$ cat config.mk
export PLATFORM = sky130hd
export DESIGN_NAME = pointer_offset_set_cmds
export DESIGN_NICKNAME = d
export VERILOG_FILES = /design/src/inc/ptr_ofs_pkg.sv /design/src/inc/coord_bus_if.sv /design/src/core/pointer_offset_set_cmds.sv /design/src/core/coord_regs.sv
export VERILOG_INCLUDE_DIRS = /design/src /design/src/inc
export SDC_FILE = /design/constraint.sdc
export NUM_CORES = 1
export LEC_CHECK = 0
export BUFFER_PORTS_ARGS = -buffer_cell sky130_fd_sc_hd__buf_2
export CAP_MARGIN = 20
export CORE_AREA = 2 2 114 116
export DETAILED_ROUTE_END_ITERATION = 10
export DIE_AREA = 0 0 116 118
export PLACE_DENSITY = 0.85
export SYNTH_ARGS = -nofsm -noshare
export SYNTH_HDL_FRONTEND = slang
export SYNTH_SLANG_ARGS = --single-unit
$ cat constraint.sdc
create_clock -name clk -period 2.7 [get_ports clk]
set_input_delay 0.27 -clock clk [delete_from_list [all_inputs] [get_ports clk]]
set_output_delay 0.27 -clock clk [all_outputs]
set_load 0.05 [all_outputs]
$ cat src/inc/ptr_ofs_map.svh
`ifndef PTR_OFS_MAP_SVH
`define PTR_OFS_MAP_SVH
`define OPC_SET_POINTER_ABS 5'h10
`define OPC_SET_POINTER_REL 5'h11
`define OPC_SET_OFFSET_ABS 5'h12
`define OPC_SET_OFFSET_REL 5'h13
`define OPC_MSB 15
`define OPC_LSB 11
`define MODE_MSB 10
`define COORD_RESET 16'h0000
`endif

$ cat src/inc/ptr_ofs_pkg.sv
`default_nettype none
package ptr_ofs_pkg;
    typedef enum logic [1:0] {
        ST_IDLE = 2'b00,
        ST_PARAM_X = 2'b01,
        ST_PARAM_Y = 2'b10
    } state_t;
    typedef enum logic [2:0] {
        ACT_NONE = 3'b000,
        ACT_PTR_ABS = 3'b001,
        ACT_PTR_REL = 3'b010,
        ACT_OFS_ABS = 3'b011,
        ACT_OFS_REL = 3'b100
    } action_t;
    typedef logic signed [15:0] coord_t;
endpackage
`default_nettype wire

$ cat src/inc/coord_bus_if.sv
`default_nettype none
interface coord_bus_if;
    logic signed [15:0] paramX;
    logic signed [15:0] paramY;
    logic [2:0] action;
    logic apply;
    logic signed [15:0] ptrX;
    logic signed [15:0] ptrY;
    logic signed [15:0] ofsX;
    logic signed [15:0] ofsY;
    modport decoder (output paramX, paramY, action, apply, input ptrX, ptrY, ofsX, ofsY);
    modport regs (input paramX, paramY, action, apply, output ptrX, ptrY, ofsX, ofsY);
endinterface
`default_nettype wire

$ cat src/core/pointer_offset_set_cmds.sv
// Functional notes
// RULE1: Set-pointer loads pointer with parameters plus local offset.
// RULE2: Relative set-pointer adds parameters to current pointer.
// RULE3: Set-offset loads local offset with absolute parameters.
// RULE4: Relative set-offset adds parameters to local offset.
// RULE5: Local offset is added to every later command coordinate.
// RULE6: Offset change leaves pointer alone; software reissues set-pointer.
// RULE7: Pointer serves only relative drawing; absolute uses own parameters.
// RULE8: Absolute drawing may clobber pointer; software reissues set-pointer.
// RULE9: Draw-mode bits of these commands must be zero.
// RULE10: All coordinate and offset parameters are signed two's complement.
// RULE11: Offset undefined after reset; software sets it first.
// RULE12: With fast four-pixel use, absolute offset X is multiple of four.
// RULE13: With fast four-pixel use, relative result offset X multiple of four.
// RULE14: Software keeps both offset components non-negative.
// RULE15: Relative drawing end stores final vertex into pointer.
// RULE16: Opcode in bits 15:11, mode 10:0, two parameter words follow.
// RULE17: Commands complete in list order before later commands see values.
`include "ptr_ofs_map.svh"
`default_nettype none
module pointer_offset_set_cmds (
    input wire logic clk,
    input wire logic rst_b,
    input wire logic wordValid,
    input wire logic [15:0] wordData,
    output logic wordReady,
    output logic cmdDone,
    output logic modeError,
    input wire logic drawWrite,
    input wire logic signed [15:0] drawX,
    input wire logic signed [15:0] drawY,
    output logic signed [15:0] currentPointerX,
    output logic signed [15:0] currentPointerY,
    output logic signed [15:0] localOffsetX,
    output logic signed [15:0] localOffsetY
);

    // Decoder half of the coordinate bus; the registers sit in coord_regs
    coord_bus_if cb();

    // Word walker state
    ptr_ofs_pkg::state_t state_q;
    ptr_ofs_pkg::state_t state_d;
    ptr_ofs_pkg::action_t act_q;
    ptr_ofs_pkg::action_t act_d;
    ptr_ofs_pkg::coord_t parX_q;
    ptr_ofs_pkg::coord_t parX_d;

    // Status seen by the list fetcher
    logic done_q;
    logic done_d;
    logic err_q;
    logic err_d;
    logic ready_q;
    logic ready_d;

    // Handshake and decode
    logic take;
    logic takeCmd;
    logic takeParX;
    logic takeParY;
    logic [4:0] opcode;
    logic [10:0] modeBits;
    wire [10:0] modeSet;
    logic modeAny;
    ptr_ofs_pkg::action_t cmdAction;

    // Unknown opcodes still eat two parameter words, so the list stays aligned
    function automatic ptr_ofs_pkg::action_t decode_op(input logic [4:0] op);
        ptr_ofs_pkg::action_t act;
        // Only the opcode field matters; the mode field is flagged elsewhere
        case (op)
            `OPC_SET_POINTER_ABS: begin
                act = ptr_ofs_pkg::ACT_PTR_ABS;
            end

            `OPC_SET_POINTER_REL: begin
                act = ptr_ofs_pkg::ACT_PTR_REL;
            end

            `OPC_SET_OFFSET_ABS: begin
                act = ptr_ofs_pkg::ACT_OFS_ABS;
            end

            `OPC_SET_OFFSET_REL: begin
                act = ptr_ofs_pkg::ACT_OFS_REL;
            end

            default: begin
                act = ptr_ofs_pkg::ACT_NONE;
            end
        endcase
        return act;
    endfunction

    // A word moves on every edge where valid meets ready
    assign take = wordValid && ready_q;
    assign takeCmd = take && (state_q == ptr_ofs_pkg::ST_IDLE);
    assign takeParX = take && (state_q == ptr_ofs_pkg::ST_PARAM_X);
    assign takeParY = take && (state_q == ptr_ofs_pkg::ST_PARAM_Y);
    assign opcode = wordData[`OPC_MSB:`OPC_LSB]; // RULE16
    assign modeBits = wordData[`MODE_MSB:0]; // RULE16
    assign cmdAction = decode_op(opcode); // RULE16

    // Reserved mode bits are flagged, not refused: the command still runs
    genvar b;
    generate
        for (b = 0; b <= `MODE_MSB; b = b + 1) begin : g_mode
            assign modeSet[b] = takeCmd && modeBits[b]; // RULE9
        end
    endgenerate
    assign modeAny = |modeSet; // RULE9

    // Walker: command word, X, then Y; X waits here until Y arrives
    always_comb begin
        state_d = state_q;
        act_d = act_q;
        parX_d = parX_q;
        case (state_q)
            ptr_ofs_pkg::ST_IDLE: begin
                if (takeCmd) begin
                    state_d = ptr_ofs_pkg::ST_PARAM_X;
                    act_d = cmdAction; // RULE16
                end
            end

            ptr_ofs_pkg::ST_PARAM_X: begin
                if (takeParX) begin
                    state_d = ptr_ofs_pkg::ST_PARAM_Y;
                    parX_d = wordData; // RULE10
                end
            end

            ptr_ofs_pkg::ST_PARAM_Y: begin
                if (takeParY) begin
                    state_d = ptr_ofs_pkg::ST_IDLE;
                    // Nothing pending once the update has gone out
                    act_d = ptr_ofs_pkg::ACT_NONE;
                end
            end

            default: begin
                state_d = ptr_ofs_pkg::ST_IDLE;
            end
        endcase
    end

    // Asynchronous clear; the held X word needs no particular value
    always_ff @(posedge clk or negedge rst_b) begin
        if (!rst_b) begin
            state_q <= ptr_ofs_pkg::ST_IDLE;
            act_q <= ptr_ofs_pkg::ACT_NONE;
            parX_q <= `COORD_RESET;
        end else begin
            state_q <= state_d;
            act_q <= act_d;
            parX_q <= parX_d;
        end
    end

    // Status: done pulse, reserved-bit flag and ready
    always_comb begin
        // Ready never drops: every word is consumed in the cycle it is offered
        ready_d = 1'b1;
        done_d = 1'b0;
        if (takeParY) begin
            done_d = 1'b1; // RULE17
        end
        if (takeCmd) begin
            err_d = modeAny; // RULE9
        end else begin
            err_d = err_q;
        end
    end

    // Ready comes up one edge after reset lets go
    always_ff @(posedge clk or negedge rst_b) begin
        if (!rst_b) begin
            done_q <= 1'b0;
            err_q <= 1'b0;
            ready_q <= 1'b0;
        end else begin
            done_q <= done_d;
            err_q <= err_d;
            ready_q <= ready_d;
        end
    end

    // The update lands on the Y edge, ahead of any following command word
    always_comb begin
        if (takeParY) begin
            cb.apply = 1'b1; // RULE17
        end else begin
            cb.apply = 1'b0;
        end
        cb.action = act_q;
        cb.paramX = parX_q; // RULE10
        // Y goes straight from the word to save a holding register
        cb.paramY = wordData; // RULE10
    end

    // Pointer and offset registers, and the drawing engine's write port
    coord_regs regs (
        .clk(clk),
        .rst_b(rst_b),
        .drawWrite(drawWrite),
        .drawX(drawX),
        .drawY(drawY),
        .cb(cb)
    );

    // Drawing engine adds offsets itself; pointer only read for relative draws
    assign wordReady = ready_q;
    assign cmdDone = done_q;
    assign modeError = err_q;
    assign currentPointerX = cb.ptrX; // RULE7
    assign currentPointerY = cb.ptrY; // RULE7
    assign localOffsetX = cb.ofsX; // RULE5
    assign localOffsetY = cb.ofsY; // RULE5
endmodule
`default_nettype wire

$ cat src/core/coord_regs.sv
`include "ptr_ofs_map.svh"
`default_nettype none
module coord_regs (
    input wire logic clk,
    input wire logic rst_b,
    input wire logic drawWrite,
    input wire logic signed [15:0] drawX,
    input wire logic signed [15:0] drawY,
    coord_bus_if.regs cb
);
    ptr_ofs_pkg::coord_t ptrX_q, ptrX_d, ptrY_q, ptrY_d, ofsX_q, ofsX_d, ofsY_q, ofsY_d;
    always_comb begin
        ptrX_d = ptrX_q;
        ptrY_d = ptrY_q;
        ofsX_d = ofsX_q;
        ofsY_d = ofsY_q;
        if (cb.apply) begin
            case (ptr_ofs_pkg::action_t'(cb.action))
                ptr_ofs_pkg::ACT_PTR_ABS: begin
                    ptrX_d = cb.paramX + ofsX_q; // RULE1
                    ptrY_d = cb.paramY + ofsY_q; // RULE1
                end
                ptr_ofs_pkg::ACT_PTR_REL: begin
                    ptrX_d = ptrX_q + cb.paramX; // RULE2
                    ptrY_d = ptrY_q + cb.paramY; // RULE2
                end
                ptr_ofs_pkg::ACT_OFS_ABS: begin
                    // Pointer left alone on offset changes
                    ofsX_d = cb.paramX; // RULE3 RULE6
                    ofsY_d = cb.paramY; // RULE3
                end
                ptr_ofs_pkg::ACT_OFS_REL: begin
                    ofsX_d = ofsX_q + cb.paramX; // RULE4
                    ofsY_d = ofsY_q + cb.paramY; // RULE4
                end
                default: begin
                end
            endcase
        end else if (drawWrite) begin
            // Drawing engine final vertex or scratch use
            ptrX_d = drawX; // RULE15 RULE8
            ptrY_d = drawY; // RULE15 RULE8
        end
    end
    always_ff @(posedge clk or negedge rst_b) begin
        if (!rst_b) begin
            ptrX_q <= `COORD_RESET;
            ptrY_q <= `COORD_RESET;
            ofsX_q <= `COORD_RESET;
            ofsY_q <= `COORD_RESET;
        end else begin
            ptrX_q <= ptrX_d;
            ptrY_q <= ptrY_d;
            ofsX_q <= ofsX_d;
            ofsY_q <= ofsY_d;
        end
    end
    assign cb.ptrX = ptrX_q;
    assign cb.ptrY = ptrY_q;
    assign cb.ofsX = ofsX_q;
    assign cb.ofsY = ofsY_q;
endmodule
`default_nettype wire

==> out/qor.csv <==
metric,value,unit
ys async rst share,100,%
Longest Clk Path Bufs,2,
first drt pass iteration count,5,
HPWL Detailed,16.0,mm
"count leader, synth",nand2_1,
DRT Wirelength,21.3,mm
IO buf count,118,
syn avg cell area,8.29,um^2
min cycle time layout,2.62,ns
Yosys top cell by area,dfrtp_1,
max-cap violation count,0,
worst hold path type,input pin to flip-flop,
worst slew pin tran,0.917,ns
Synth top area share,31.1,%
Crit. End Element,flip-flop,
"reg-to-reg slack, setup",0.08,ns
Post-synth EDFFs,0,
die height,118,um
die area,0.0137,mm^2
aggregate global-route resource usage,31.5,%
worst path required time,2.94,ns
Syn. warnings,0,
largest cells by area after synthesis,"dfrtp_1 31%, ha_1 11%, a21oi_1 6.6%, nand2_1 6.6%, o21ai_0 5.8%",
IO Pins,119,
largest net degree at the start of global routing,49,
Power Total,6.90,mW
RR Startpoint,regs.cb.ofsY[0],
worst-path maximum fanout,3,
per-cell routed wire length,18.6,um
outcome,completed,
crit path to,regs.cb.ptrY[12],
top post-synthesis cells by count,"124 x nand2_1, 94 x a21oi_1, 88 x dfrtp_1",
H-Tree Depth,3,
CTS root buffer,clkbuf_16,
Rows,41,
fill count,1080,
"Reg clk slew, reported paths",0.06,ns
CP arrival,2.86,ns
Pwr Density,839,mW/mm^2
mapped cell area,0.00709,mm^2
Setup crit start,regs.cb.ofsY[0],
Post-Synthesis Cells,855,
# DRC,0,
via count,7175,
r2r endpoint,regs.cb.ptrY[12],
clock sinks,88,
first-pass GRT wire length,33.6,mm
Setup CP Type,flip-flop to flip-flop,
Peak VDD IR,0.000357,V
clock tree from TritonCTS,built,
Fin. Hold Viols,0,
Initial DRC Count,470,
CTS Buf Count,9,
count of different cell masters after synthesis,71,
core area,0.0124,mm^2
Final setup viols,0,
vias in the first global route,6806,
Syn Nets,971,
"Seq/Total Area, Yosys",31.1,%
Slew HR,38.5,%
"Area growth, synth to finish",15.9,%
Util after Layout,66.2,%
P_leak,3.91,nW
max frequency,381,MHz
mean number of vias per cell,6.26,
#FFs+latches synth,88,
final slew viol count,0,
GPL Wtd Cong,0.982,
Final ANT Viol Nets,0,
period utilisation layout,97.1,%
clock latency on the worst-skew pair,0.35,ns
share of cells above drive strength 1,19.7,%
Most used DFF post-synth,dfrtp_1,
crit start category,flip-flop,
initial antenna violation count,0,
final setup skew,0.00476,ns
grt total ovfl,0,
starting density of the core,57.1,%
Layout Nets,1085,
Die W,116,um
Worst R2R Path Depth,9,
Antenna Diode Count,0,
[layout make-up]
type	instances	area, um^2	area share, %
multi-input combinational	721	4680	57.0
sequential	88	2200	26.8
timing repair buffer	142	801	9.75
clock buffer	14	274	3.34
tap	172	215	2.62
inverter	7	26.3	0.320
clock inverter	2	12.5	0.152
[layer usage]
metal	GRT usage (%)	routed length [um]
met4	15.0	791
met5	0	0
met1	41.6	8620
met3	4.69	1880
met2	50.3	10000
[cell families after synthesis]
family,count (synthesis),synth area share (%)
multiplexers,20,3.11
flip-flops,88,31.1
AND/OR/NAND/NOR,282,18.2
AO/OA/AOI/OAI,304,26.5
buffers and inverters,46,3.18
other,1,0.0529
XOR/XNOR,50,6.18
adder cells (fa/ha/maj),64,11.7
[placed cells by master, fill, tap and decap left out, types with 5 or more instances in the layout]
cell,n
a31oi_1,21
nand3_1,18
nand2b_1,5
a21oi_1,92
o21ai_0,81
ha_1,60
buf_2,117
o21a_1,11
and3_1,15
a21o_1,14
a221oi_1,7
o221ai_1,5
nor3_1,10
inv_1,7
a211o_1,6
mux2_2,16
nor2_1,71
o21bai_1,6
a22oi_1,5
o211ai_1,8
a211oi_1,12
dfrtp_1,88
nand4_1,8
xnor2_1,22
nand2_1,124
clkbuf_16,9
xor2_1,28
buf_4,22
[through the flow]
stage / instances / cell area (um^2) / setup slack (ns) / hold slack (ns) / setup TNS (ns)
detailed placement: 1127 / 7880 / 0.0528 / 0.307 / 0
global route: 1146 / 8220 / -0.00983 / 0.175 / -0.00983
CTS: 1144 / 8180 / 0.0673 / 0.149 / 0
floorplan: 855 / 7090 / 0.0193 / -0.0256 / 0
finish: 1146 / 8220 / 0.0780 / 0.158 / 0
global placement: 1127 / 7880 / 0.0768 / 0.297 / 0
[state kept, by name (all words and copies together), names as in the netlist]
register,flops
cb.paramX,16
regs.cb.ofsX,16
regs.cb.ofsY,16
regs.cb.ptrX,16
regs.cb.ptrY,16
act_q,3
state_q,2
cmdDone,1
modeError,1
wordReady,1
[power by group]
| group | internal (mW) | switching [mW] | total (mW) |
|---|---|---|---|
| Combinational | 1.36 | 2.32 | 3.68 |
| Sequential | 1.60 | 0.379 | 1.97 |
| Clock | 0.700 | 0.543 | 1.24 |
| Total | 3.65 | 3.24 | 6.90 |
[critical path, cell delays in order, from the launching register on]
cell,delay [ns]
dfrtp_1,0.39
ha_1,0.23
fa_1,0.41
a21o_1,0.23
a221o_1,0.34
a21o_1,0.20
a31oi_2,0.19
xor2_1,0.24
o221ai_1,0.16
o21a_1,0.14
[how the worst min path moves through the flow]
stage / from / endpoint / slack (ns) / cells after the start
after floorplan: rst_b / act_q[0] / -0.03 / 0
after global placement: rst_b / regs.cb.ptrY[3] / 0.30 / 1
after detailed placement: rst_b / regs.cb.ptrY[3] / 0.31 / 1
after CTS: drawY[7] / regs.cb.ptrY[7] / 0.15 / 3
after global routing: drawX[2] / regs.cb.ptrX[2] / 0.18 / 3
final: drawY[7] / regs.cb.ptrY[7] / 0.16 / 3
[what timing repair did]
action	CTS	global route
setup buffers	0	2
resized for setup	0	6
hold endpoints to repair	40	0
setup endpoints to repair	0	5
hold buffers	1	0
Note: power is estimated with default switching activity, not from simulation.
